===== src/ssd_map.vh =====
// Constants for the serial segment driver: frame layout, counts and timing.
`ifndef SSD_MAP_VH
`define SSD_MAP_VH

// Frame layout: one start bit followed by the data bits.
`define SSD_NUM_BITS 35
`define SSD_FRAME_CLKS 36
`define SSD_IDX_W 6
`define SSD_FIRST_IDX 6'h00
`define SSD_LAST_IDX 6'h22

// Output that a data-enable input replaces, counted from zero.
`define SSD_ENABLE_OUT_POS 34

// Reset values of the shift stages and the output latches.
`define SSD_SR_RESET 35'h0
`define SSD_LATCH_RESET 35'h0

// Depth of the frame buffer behind the latches.
`define SSD_FIFO_DEPTH 2
`define SSD_FIFO_AW 1

// Timing: system clock period and the fastest shift clock of each variant.
`define SSD_CLK_PERIOD_NS 40
`define SSD_VF_MAX_KHZ 250
`define SSD_LED_MAX_KHZ 500
`define SSD_VF_MIN_PERIOD_NS (1000000 / `SSD_VF_MAX_KHZ)
`define SSD_LED_MIN_PERIOD_NS (1000000 / `SSD_LED_MAX_KHZ)
`define SSD_VF_MIN_CYC ((`SSD_VF_MIN_PERIOD_NS + `SSD_CLK_PERIOD_NS - 1) / `SSD_CLK_PERIOD_NS)
`define SSD_LED_MIN_CYC ((`SSD_LED_MIN_PERIOD_NS + `SSD_CLK_PERIOD_NS - 1) / `SSD_CLK_PERIOD_NS)
`define SSD_GAP_W 8
`define SSD_GAP_MAX 8'hff

`endif


===== src/ssd_driver.v =====
// Serial-input segment driver: frame receiver, output latches and frame buffer.
`timescale 1ns/1ps
`include "ssd_map.vh"

// Operation
// - Data arrives on only a data line and a shift clock, no load strobe.
// - On the 36th clock, clock high, all 35 bits load into the latches.
// - In the low phase of that 36th clock every shift stage is cleared.
// - The clear stores nothing from the data pin; the next rise takes a fresh start bit, allowing back-to-back frames.
// - Power-up reset clears every shift stage and every output latch.
// - After reset, a start bit with the first clock resumes reception.
// - First data bit after the start bit drives output one, then in order.
// - A latched one switches its segment on; a zero leaves it off.
// - Latches hold between loads; outputs change only where new bits differ.
// - With a data-enable input, it replaces the 35th output.
module ssd_driver #(
  parameter NUM_BITS = `SSD_NUM_BITS,
  parameter HAS_ENABLE = 1,
  parameter LED_VARIANT = 1
) (
  // System clock and reset
  input wire clk,
  input wire arst_n,
  // Serial link from the data source
  input wire sclk,
  input wire sdata,
  input wire data_en,
  // Segment drive
  output wire [NUM_BITS-1:0] seg_out,
  // Copy of each loaded frame that finds room in the buffer, for a downstream consumer
  output wire [NUM_BITS-1:0] frame_data,
  output wire frame_valid,
  input wire frame_ready,
  // Status
  output wire frame_loaded,
  output wire frame_overrun,
  output wire frame_busy,
  output wire sclk_too_fast
);

  localparam IDX_W = `SSD_IDX_W;
  localparam GAP_W = `SSD_GAP_W;

  // Receiver states.
  localparam ST_IDLE = 2'b00;
  localparam ST_SHIFT = 2'b01;
  localparam ST_CLEAR = 2'b10;

  // Fewest system cycles allowed between two rising shift clock edges.
  // A rise exactly one minimum period after the previous one sees gap_q equal to MIN_GAP, which is legal.
  localparam integer MIN_CYC = LED_VARIANT ? `SSD_LED_MIN_CYC : `SSD_VF_MIN_CYC;
  localparam [31:0] MIN_CYC_V = MIN_CYC;
  localparam [GAP_W-1:0] MIN_GAP = MIN_CYC_V[GAP_W-1:0] - 1'b1;

  reg [1:0] state_q;
  reg [1:0] state_d;
  reg [IDX_W-1:0] idx_q;
  reg [IDX_W-1:0] idx_d;
  reg [NUM_BITS-1:0] sr_q;
  reg [NUM_BITS-1:0] sr_d;
  reg [NUM_BITS-1:0] latch_q;
  reg [NUM_BITS-1:0] latch_d;
  reg load_q;
  reg load_d;
  reg sclk_q;
  reg overrun_q;
  reg too_fast_q;
  reg [GAP_W-1:0] gap_q;
  reg [NUM_BITS-1:0] seg_q;

  wire link_en;
  wire sclk_rise;
  wire sclk_fall;
  wire [NUM_BITS-1:0] sr_shifted;
  wire push_ready;
  wire [NUM_BITS-1:0] seg_mask;

  // Writes one bit into a vector at a given position.
  function [NUM_BITS-1:0] put_bit;
    input [NUM_BITS-1:0] v;
    input [IDX_W-1:0] pos;
    input b;
    integer i;
    begin
      put_bit = v;
      for (i = 0; i < NUM_BITS; i = i + 1)
      begin
        if (i == pos)
          put_bit[i] = b;
      end
    end
  endfunction

  // One edge decoder serves both directions. It only reports a change while
  // the link listens, so a disabled link can never advance the receiver.
  function edge_seen;
    input en;
    input now_lvl;
    input prev_lvl;
    begin
      edge_seen = en & (now_lvl ^ prev_lvl);
    end
  endfunction

  // True for the stage that takes the last data bit of a frame.
  function last_bit;
    input [IDX_W-1:0] pos;
    begin
      last_bit = (pos == `SSD_LAST_IDX);
    end
  endfunction

  // Without a data-enable pin the link is always listening.
  assign link_en = (HAS_ENABLE != 0) ? data_en : 1'b1;

  // The link pins are sampled synchronously, so a plain edge detector suffices.
  // Edges seen while disabled are dropped, but sclk_q keeps tracking so that
  // re-enabling with the clock high does not fake a rising edge.
  assign sclk_rise = edge_seen(link_en, sclk, sclk_q) & sclk;
  assign sclk_fall = edge_seen(link_en, sclk, sclk_q) & ~sclk;

  // Bit k of the frame (counted from one after the start bit) lands in
  // position k-1, which drives output k.
  assign sr_shifted = put_bit(sr_q, idx_q, sdata);

  always @*
  begin
    state_d = state_q;
    idx_d = idx_q;
    sr_d = sr_q;
    latch_d = latch_q;
    load_d = 1'b0;
    case (state_q)
      ST_IDLE:
      begin
        // A frame only starts on a one; zeros on an idle line are not frames.
        if (sclk_rise && sdata)
        begin
          state_d = ST_SHIFT;
          idx_d = `SSD_FIRST_IDX;
        end
      end
      ST_SHIFT:
      begin
        if (sclk_rise)
        begin
          sr_d = sr_shifted;
          if (last_bit(idx_q))
          begin
            // The 36th clock, high phase: all bits move into the latches.
            latch_d = sr_shifted;
            load_d = 1'b1;
            state_d = ST_CLEAR;
          end
          else
          begin
            idx_d = idx_q + 1'b1;
          end
        end
        // A frame cut short simply waits here with its partial contents.
      end
      ST_CLEAR:
      begin
        // Low phase of the 36th clock empties the shift stages. The data pin
        // is not stored here, so the next start bit is taken fresh at the
        // following rising edge and frames may follow with no gap.
        if (sclk_fall)
        begin
          sr_d = `SSD_SR_RESET;
          idx_d = `SSD_FIRST_IDX;
          state_d = ST_IDLE;
        end
        else if (sclk_rise)
        begin
          // The clearing fall came while data-enable was low and was missed.
          // Clear now and let this rising edge stand as a fresh start bit.
          sr_d = `SSD_SR_RESET;
          idx_d = `SSD_FIRST_IDX;
          state_d = sdata ? ST_SHIFT : ST_IDLE;
        end
      end
      default:
      begin
        state_d = ST_IDLE;
        idx_d = `SSD_FIRST_IDX;
        sr_d = `SSD_SR_RESET;
      end
    endcase
  end

  always @(posedge clk or negedge arst_n)
  begin
    if (!arst_n)
    begin
      state_q <= ST_IDLE;
      idx_q <= `SSD_FIRST_IDX;
      sr_q <= `SSD_SR_RESET;
      latch_q <= `SSD_LATCH_RESET;
      load_q <= 1'b0;
      sclk_q <= 1'b0;
    end
    else
    begin
      state_q <= state_d;
      idx_q <= idx_d;
      sr_q <= sr_d;
      latch_q <= latch_d;
      load_q <= load_d;
      sclk_q <= sclk;
    end
  end

  // Shift clock rate watch: counts system cycles between rising edges inside
  // a frame. The source is trusted to keep the limit; this only reports it.
  always @(posedge clk or negedge arst_n)
  begin
    if (!arst_n)
    begin
      gap_q <= `SSD_GAP_MAX;
      too_fast_q <= 1'b0;
    end
    else
    begin
      too_fast_q <= sclk_rise && (state_q != ST_IDLE) && (gap_q < MIN_GAP);
      if (sclk_rise)
        gap_q <= {GAP_W{1'b0}};
      else if (gap_q != `SSD_GAP_MAX)
        gap_q <= gap_q + 1'b1;
    end
  end

  // Every loaded frame is also offered downstream. The serial source cannot be
  // held off, so a frame that meets a full buffer is not queued and the loss
  // is reported; the segment latches themselves are never affected.
  ssd_frame_fifo #(
    .WIDTH(NUM_BITS),
    .DEPTH(`SSD_FIFO_DEPTH),
    .AW(`SSD_FIFO_AW)
  ) u_fifo (
    .clk(clk),
    .arst_n(arst_n),
    .in_valid(load_q),
    .in_ready(push_ready),
    .in_data(latch_q),
    .out_valid(frame_valid),
    .out_ready(frame_ready),
    .out_data(frame_data)
  );

  always @(posedge clk or negedge arst_n)
  begin
    if (!arst_n)
      overrun_q <= 1'b0;
    else
      overrun_q <= load_q & ~push_ready;
  end

  // Segment drive comes straight from flip-flops; the enable slot is masked
  // before the register so no gate sits between the latch and the pin.
  always @(posedge clk or negedge arst_n)
  begin
    if (!arst_n)
      seg_q <= `SSD_LATCH_RESET;
    else
      seg_q <= latch_d & seg_mask;
  end

  // With a data-enable pin, the last output position is taken by that pin and
  // is held off.
  genvar g;
  generate
    for (g = 0; g < NUM_BITS; g = g + 1)
    begin : g_mask
      if ((HAS_ENABLE != 0) && (g == `SSD_ENABLE_OUT_POS))
      begin : g_off
        assign seg_mask[g] = 1'b0;
      end
      else
      begin : g_on
        assign seg_mask[g] = 1'b1;
      end
    end
  endgenerate

  // Active high: a latched one lights its segment.
  assign seg_out = seg_q;
  assign frame_loaded = load_q;
  assign frame_overrun = overrun_q;
  assign frame_busy = (state_q != ST_IDLE);
  assign sclk_too_fast = too_fast_q;

endmodule // ssd_driver


===== src/ssd_frame_fifo.v =====
// Two-entry frame buffer with valid and ready on both sides.
`timescale 1ns/1ps
`include "ssd_map.vh"

module ssd_frame_fifo #(
  parameter WIDTH = `SSD_NUM_BITS,
  parameter DEPTH = `SSD_FIFO_DEPTH,
  parameter AW = `SSD_FIFO_AW
) (
  // Clock and reset
  input wire clk,
  input wire arst_n,
  // Filling side
  input wire in_valid,
  output wire in_ready,
  input wire [WIDTH-1:0] in_data,
  // Draining side
  output wire out_valid,
  input wire out_ready,
  output wire [WIDTH-1:0] out_data
);

  reg [WIDTH-1:0] mem [0:DEPTH-1];
  reg [AW-1:0] wr_ptr_q;
  reg [AW-1:0] rd_ptr_q;
  reg [AW:0] count_q;
  wire push;
  wire pop;

  function [AW-1:0] ptr_inc;
    input [AW-1:0] p;
    begin
      if (p == DEPTH[AW-1:0] - 1'b1)
        ptr_inc = {AW{1'b0}};
      else
        ptr_inc = p + 1'b1;
    end
  endfunction

  assign in_ready = (count_q != DEPTH[AW:0]);
  assign out_valid = (count_q != {(AW+1){1'b0}});
  assign push = in_valid & in_ready;
  assign pop = out_valid & out_ready;
  assign out_data = mem[rd_ptr_q];

  // Storage has no reset; out_data is only meaningful while out_valid is high.
  always @(posedge clk)
  begin
    if (push)
      mem[wr_ptr_q] <= in_data;
  end

  always @(posedge clk or negedge arst_n)
  begin
    if (!arst_n)
    begin
      wr_ptr_q <= {AW{1'b0}};
      rd_ptr_q <= {AW{1'b0}};
      count_q <= {(AW+1){1'b0}};
    end
    else
    begin
      if (push)
        wr_ptr_q <= ptr_inc(wr_ptr_q);
      if (pop)
        rd_ptr_q <= ptr_inc(rd_ptr_q);
      if (push && !pop)
        count_q <= count_q + 1'b1;
      else if (pop && !push)
        count_q <= count_q - 1'b1;
    end
  end

endmodule // ssd_frame_fifo


===== config.mk =====
export PLATFORM = sky130hd
export DESIGN_NAME = ssd_driver
export DESIGN_NICKNAME = d
export VERILOG_FILES = /design/src/ssd_driver.v /design/src/ssd_frame_fifo.v
export VERILOG_INCLUDE_DIRS = /design/src /design/src/src
export SDC_FILE = /design/constraint.sdc
export NUM_CORES = 1
export LEC_CHECK = 0
export ABC_AREA = 0
export ABC_CLOCK_PERIOD_IN_PS = 4900
export BUFFER_PORTS_ARGS = -buffer_cell sky130_fd_sc_hd__buf_2
export CAP_MARGIN = 10
export CELL_PAD_IN_SITES_DETAIL_PLACEMENT = 0
export CELL_PAD_IN_SITES_GLOBAL_PLACEMENT = 1
export CORE_MARGIN = 2
export CORE_UTILIZATION = 51
export DETAILED_ROUTE_END_ITERATION = 6
export GPL_TIMING_DRIVEN = 0
export PLACE_DENSITY = 0.84
export SLEW_MARGIN = 20
export SYNTH_ARGS = -nofsm -noshare
export SYNTH_HDL_FRONTEND = slang
export SYNTH_SLANG_ARGS = --single-unit

===== constraint.sdc =====
create_clock -name clk -period 4.9 [get_ports clk]
set_clock_uncertainty 0.05 [all_clocks]
set_input_delay 0.98 -clock clk [delete_from_list [all_inputs] [get_ports clk]]
set_output_delay 0.98 -clock clk [all_outputs]
set_load 0.005 [all_outputs]

Word-level counts from Yosys, hierarchy flattened
Memories as Yosys holds them, arrays and structs flattened.
Cells that the tools add are included.
W data, S select, Z words.
{"block": "word_totals", "register_bits": 94, "ramBits": 70, "input_bits": 6, "out_inout_bits": 75, "wordCells": 155, "n_memories": 1}
{"name": "u_fifo.mem", "depth": 2, "word_bits": 35, "rd": 1, "rd_clocked_by_memory_dff": 0, "write_ports": 1, "line_no": "ssd_frame_fifo.v:23", "text": "reg [WIDTH-1:0] mem [0:DEPTH-1];"}
{"block": "classes", "addsub": 6, "order_cmp": 1, "n_eq_ne": 44, "muxes": 63, "bitwise": 10, "n_reduce_logical": 17}
{"op": "$mux W35", "count": 3}
{"op": "$pmux W35 S3", "count": 1}
{"op": "$eq A5 B6 Y1 const A", "count": 16}
{"op": "$eq A4 B6 Y1 const A", "count": 8}
{"op": "$mux W1", "count": 43}
{"op": "$mux W6", "count": 5}
{"op": "$eq A3 B6 Y1 const A", "count": 4}
{"op": "$eq A6 B6 Y1 const A", "count": 3}
{"op": "$pmux W6 S3", "count": 1}
{"op": "$mux W8", "count": 2}
{"op": "$mux W2", "count": 7}
{"op": "$eq A2 B6 Y1 const A", "count": 2}
{"op": "$ne A2 B2 Y1 const B", "count": 5}
{"op": "$add A8 B1 Y8 const B", "count": 1}
{"op": "$lt A8 B6 Y1 const B", "count": 1}
{"op": "$ne A8 B8 Y1 const B", "count": 1}
{"op": "$reduce_and A4 Y1", "count": 2}
{"op": "$reduce_bool A2 Y1", "count": 4}
{"op": "$add A6 B1 Y6 const B", "count": 1}
{"op": "$and A1 B1 Y1", "count": 6}
{"op": "$eq A1 B6 Y1 const A", "count": 1}
{"op": "$eq A6 B6 Y1 const B", "count": 1}
{"op": "$logic_not A6 Y1", "count": 1}
{"op": "$pmux W2 S3", "count": 1}
{"op": "other kinds (12)", "count": 21}

Longest topological paths before layout
{"block": "logic_depth", "depth_word": 6, "ltp_mapped": 7, "mapped_depth_nobuf": 7}

Modules after synthesis
From an unflattened synthesis, not the netlist that was laid out.
{"block": "unflattened", "hier_cells": 621, "area_unflattened_um2": 7578.5}
{"module": "ssd_driver", "n_inst": 1, "cells_per_inst": 494, "area_per_inst_um2": 4708.3, "seq_area_each_um2": 2237.1}
{"module": "ssd_frame_fifo", "n_inst": 1, "cells_per_inst": 127, "area_per_inst_um2": 2870.3, "seq_area_each_um2": 2202.1}

Least setup slack after synthesis
Ideal clock, no wire load.
{"block": "synth_path", "kind": "flip-flop to flip-flop", "from": "register u_fifo.count_q[0]", "to": "memory u_fifo.mem[0][0] in the netlist's numbering, enable pin", "setup_ns": 0.427, "t_arrival_ns": 2.105, "t_required_ns": 4.423, "slack_ns": 2.318, "stages_incl_launch_ff": 4, "path_buffers": 0, "synth_period_minus_slack_ns": 2.582, "path_cell_list": "dfrtp_1 -> nand2b_1 -> nand2_1 -> nor2_1"}
{"block": "synth_via", "elab_chain_cells": 4}
{"item": "start, declared", "line_no": "ssd_frame_fifo.v:26", "text": "reg [AW:0] count_q;"}
{"item": "start signal, assigned", "line_no": "ssd_frame_fifo.v:59", "text": "count_q <= {(AW+1){1'b0}};"}
{"item": "start signal, assigned", "line_no": "ssd_frame_fifo.v:68", "text": "count_q <= count_q + 1'b1;"}
{"item": "start signal, assigned", "line_no": "ssd_frame_fifo.v:70", "text": "count_q <= count_q - 1'b1;"}
{"item": "$ne A2 B2 Y1", "line_no": "ssd_frame_fifo.v:40", "text": "assign in_ready = (count_q != DEPTH[AW:0]);"}
{"item": "$and A1 B1 Y1", "line_no": "ssd_frame_fifo.v:42", "text": "assign push = in_valid & in_ready;"}
{"item": "$mux W1", "line_no": "ssd_frame_fifo.v:49", "text": "if (push)"}
{"item": "$mux W1 (not written as such)", "line_no": "ssd_frame_fifo.v:50", "text": "mem[wr_ptr_q] <= in_data;"}
{"item": "end, declared", "line_no": "ssd_frame_fifo.v:23"}
No other way between the ends.

Final worst setup path
{"block": "layout_path", "from": "register u_fifo.rd_ptr_q", "to": "output frame_data[34]"}
{"block": "layout_via", "elab_chain_cells": 1}
{"item": "start, declared", "line_no": "ssd_frame_fifo.v:25", "text": "reg [AW-1:0] rd_ptr_q;"}
{"item": "start signal, assigned", "line_no": "ssd_frame_fifo.v:58", "text": "rd_ptr_q <= {AW{1'b0}};"}
{"item": "start signal, assigned", "line_no": "ssd_frame_fifo.v:66", "text": "rd_ptr_q <= ptr_inc(rd_ptr_q);"}
{"item": "$mem_v2 Z2 W35"}
{"item": "end, declared", "line_no": "ssd_driver.v:31", "text": "output wire [NUM_BITS-1:0] frame_data,"}
No other way between the ends.

==> impl_metrics.toml <==
[synth]
synth.distinct_cells = 49
syn_area_um2 = 7490
synth_fp_nets = 636
synth_warnings = 0
synth_sequential_area_ratio_pct = 59.2
synth_cells = 623
ys_ff_latch = 163
syn_area_per_cell_um2 = 12.0

[global_route]
grtUsageMet3_pct = 5.52
grtUsageTotal_pct = 22.0
grt_pass1_wl_um = 27300
antenna_found_initial = 0
use_met1_pct = 30.6
grt_max_degree = 59
grt_pass1_vias = 5137
grt_use_met2_pct = 34.9
grt-busiest-layer = "met2"
overflow = 0

[sta]
setup-violations-final = 0
hold_violations = 0
min_period_ns = 3.14
slew_headroom_pct = 50.9
fmax_mhz = 319
maxSlewViolCount = 0
tns_ns = 0
period_share_pct = 64.0
rsz0062_at_grt = "no"
worstMarginPinSlew_ns = 0.737

[floorplan]
num_io_pins = 81
dieArea_um2 = 15700
fp.dieH_um = 125
core_area_um2 = 14400
initial_core_util_pct = 52.0
fp.dieW_um = 125
num_rows = 44

[layout]
diodes = 0
layout_commonest_cell = "buf_2"
syn_to_final_growth_pct = 16.7
fin_util_pct = 60.7
fin_nets = 737
layout_common_cells = "buf_2, dfrtp_1, edfxtp_1, nand2_1, o21ai_0"
drive_gt1_share_pct = 30.0

[clocking]
cts_max_level = 4
cts_setup_buffers = 0
cts-root-buf = "clkbuf_16"
cts.clk_slew.worst_paths_ns = 0.06
clockBufferDepth = 2
hold_buffers = 0
clock_latency_ns = 0.42
ctsResizeCount = 0
cts.sinks = 163
cts_buffers = 17
cts_tree = "built"

[worst_setup_path]
path_class = "register to output pin"
reg2regPathDepth = 7
reg2reg_to = "seg_out[16]"
critPathArrivalTime_ns = 2.11
cp-start-kind = "register"
end_kind = "output pin"
critPathMostFrequentCell = "buf_2"
cp_num_buf_inv = 3
slowest_stage = "buf_1"
worst_ep_required_time_ns = 3.87
cp.depth = 4
r2r-start = "idx_q[0]"
critical-path-top-delay-family = "buffers and inverters"
cp-startpoint = "u_fifo.rd_ptr_q"
slowest_delay_ns = 0.59
rrSetupSlack_ns = 2.52
path_max_fanout = 10
crit_end = "frame_data[34]"
cp_cell_sequence = "buf_2 > buf_1 > mux2_2 > buf_2"

[status]
status = "completed"

[routing]
wl_per_cell_um = 17.9
first_iter_violations = 433
routed_via_density = 5.58
postRouteWirelength_um = 16500
dr_total_vias = 5135
drtAntennaViolNets = 0
first_pass_iters = 5
drc = 0

[power_and_ir_drop]
p_leak_nw = 3.59
peakVddDrop_v = 0.000230
cellPowerDensity_nw_per_um2 = 387

[hold_path]
min_path_type = "input port to async pin"

[placed_design]
port_buffers = 79
place.gp.congestion = 0.828
dp_hpwl_um = 11600

[flow_run]
cap_violations = 0
[Yosys cell counts, drive strengths merged]
| cell type | n | area share (%) |
|---|---|---|
| nand2 | 56 | 2.8 |
| mux2i | 35 | 4.7 |
| mux2 | 36 | 5.5 |
| nor2 | 18 | 0.94 |
| a31oi | 5 | 0.42 |
| or2 | 2 | 0.17 |
| clkbuf | 13 | 0.65 |
| nand4b | 1 | 0.12 |
| o2bb2ai | 10 | 1.2 |
| and4 | 3 | 0.35 |
| nand3b | 2 | 0.20 |
| xor2 | 3 | 0.35 |
| o22ai | 24 | 2.0 |
| nand4 | 6 | 0.70 |
| a22oi | 24 | 2.4 |
| nand3 | 22 | 1.5 |
| ha | 7 | 1.2 |
| conb | 1 | 0.050 |
| and2b | 6 | 0.60 |
| o21ai | 41 | 2.8 |
| edfxtp | 70 | 28 |
| nor3b | 5 | 0.65 |
| nand2b | 2 | 0.17 |
| a21oi | 3 | 0.20 |
| a211oi | 3 | 0.30 |
| dfstp | 8 | 2.8 |
| buf | 59 | 5.1 |
| dfrtp | 85 | 28 |
| a22o | 10 | 1.2 |
| and3b | 1 | 0.12 |
| o41ai | 1 | 0.22 |
| inv | 32 | 1.6 |
| a221o | 2 | 0.27 |
| o22a | 2 | 0.23 |
| nor2b | 5 | 0.45 |
| xnor2 | 5 | 0.58 |
| a41oi | 1 | 0.12 |
| and3 | 7 | 0.58 |
| nor3 | 7 | 0.47 |
[through the flow]
stage | hold slack [ns] | cells | worst slack (ns) | instance area, um^2 | power (W)
CTS | 0.408 | 921 | 1.72 | 8750 | 0.00341
detailed placement | 0.424 | 889 | 2.17 | 8200 | 0.00218
global placement | 0.406 | 886 | 1.52 | 8120 | 0.00216
finish | 0.402 | 921 | 1.76 | 8750 | 0.00339
global route | 0.420 | 921 | 1.63 | 8750 | 0.00354
floorplan | 0.392 | 623 | 2.32 | 7490 | 0.00200
[metal layers]
layer  share of wire, %  routed length, um
met1                 45               7470
met2                 48               7880
met3                5.4                892
met4                1.5                240
met5                  0                  0
[how the worst min path moves through the flow]
| stage | from | endpoint | cells after the start |
|---|---|---|---|
| 5_1_grt | arst_n | seg_out[28] | 1 |
| 3_3_place_gp | latch_q[34] | u_fifo.mem[0][34] | 0 |
| 3_5_place_dp | latch_q[34] | u_fifo.mem[0][34] | 0 |
| 4_1_cts | arst_n | seg_out[28] | 1 |
| 6_report | arst_n | seg_out[28] | 1 |
| 2_1_floorplan | latch_q[34] | u_fifo.mem[0][34] | 0 |
[cells by family after synthesis]
group	after synthesis	share of synthesized area (%)
buffers and inverters	104	7.40
AOI/OAI and AO/OA	126	11.3
xor gates and xnor gates	8	0.935
muxes	71	10.1
adders and majority gates	7	1.17
DFF	163	59.2
other	1	0.0500
and+or+nand+nor	143	9.78
[registers in the layout, indices dropped and copies added (netlist names)]
name             count
u_fifo.count_q       2
sclk_q               1
idx_q                6
u_fifo.mem          70
u_fifo.wr_ptr_q      1
gap_q                8
latch_q              1
u_fifo.rd_ptr_q      1
sclk_too_fast        1
state_q              2
frame_overrun        1
sr_q                34
seg_out             34
frame_loaded         1
[report_power, final]
| part | internal (W) | switching [W] | leakage [nW] |
|---|---|---|---|
| Clock | 0.000661 | 0.000569 | 0.266 |
| Sequential | 0.00150 | 0.0000768 | 1.76 |
| Combinational | 0.000236 | 0.000344 | 1.56 |
| Total | 0.00240 | 0.000991 | 3.59 |
[cell type report]
class                           instances  area, um^2
Buffer                                 72         434
Fill cell                            1178        5680
Tap cell                              184         230
Clock inverter                         15         121
Sequential cell                       163        4440
Timing Repair Buffer                   82         469
Inverter                               32         120
Clock buffer                           17         425
Multi-Input combinational cell        356        2510
(Power assumes the default switching activity.)
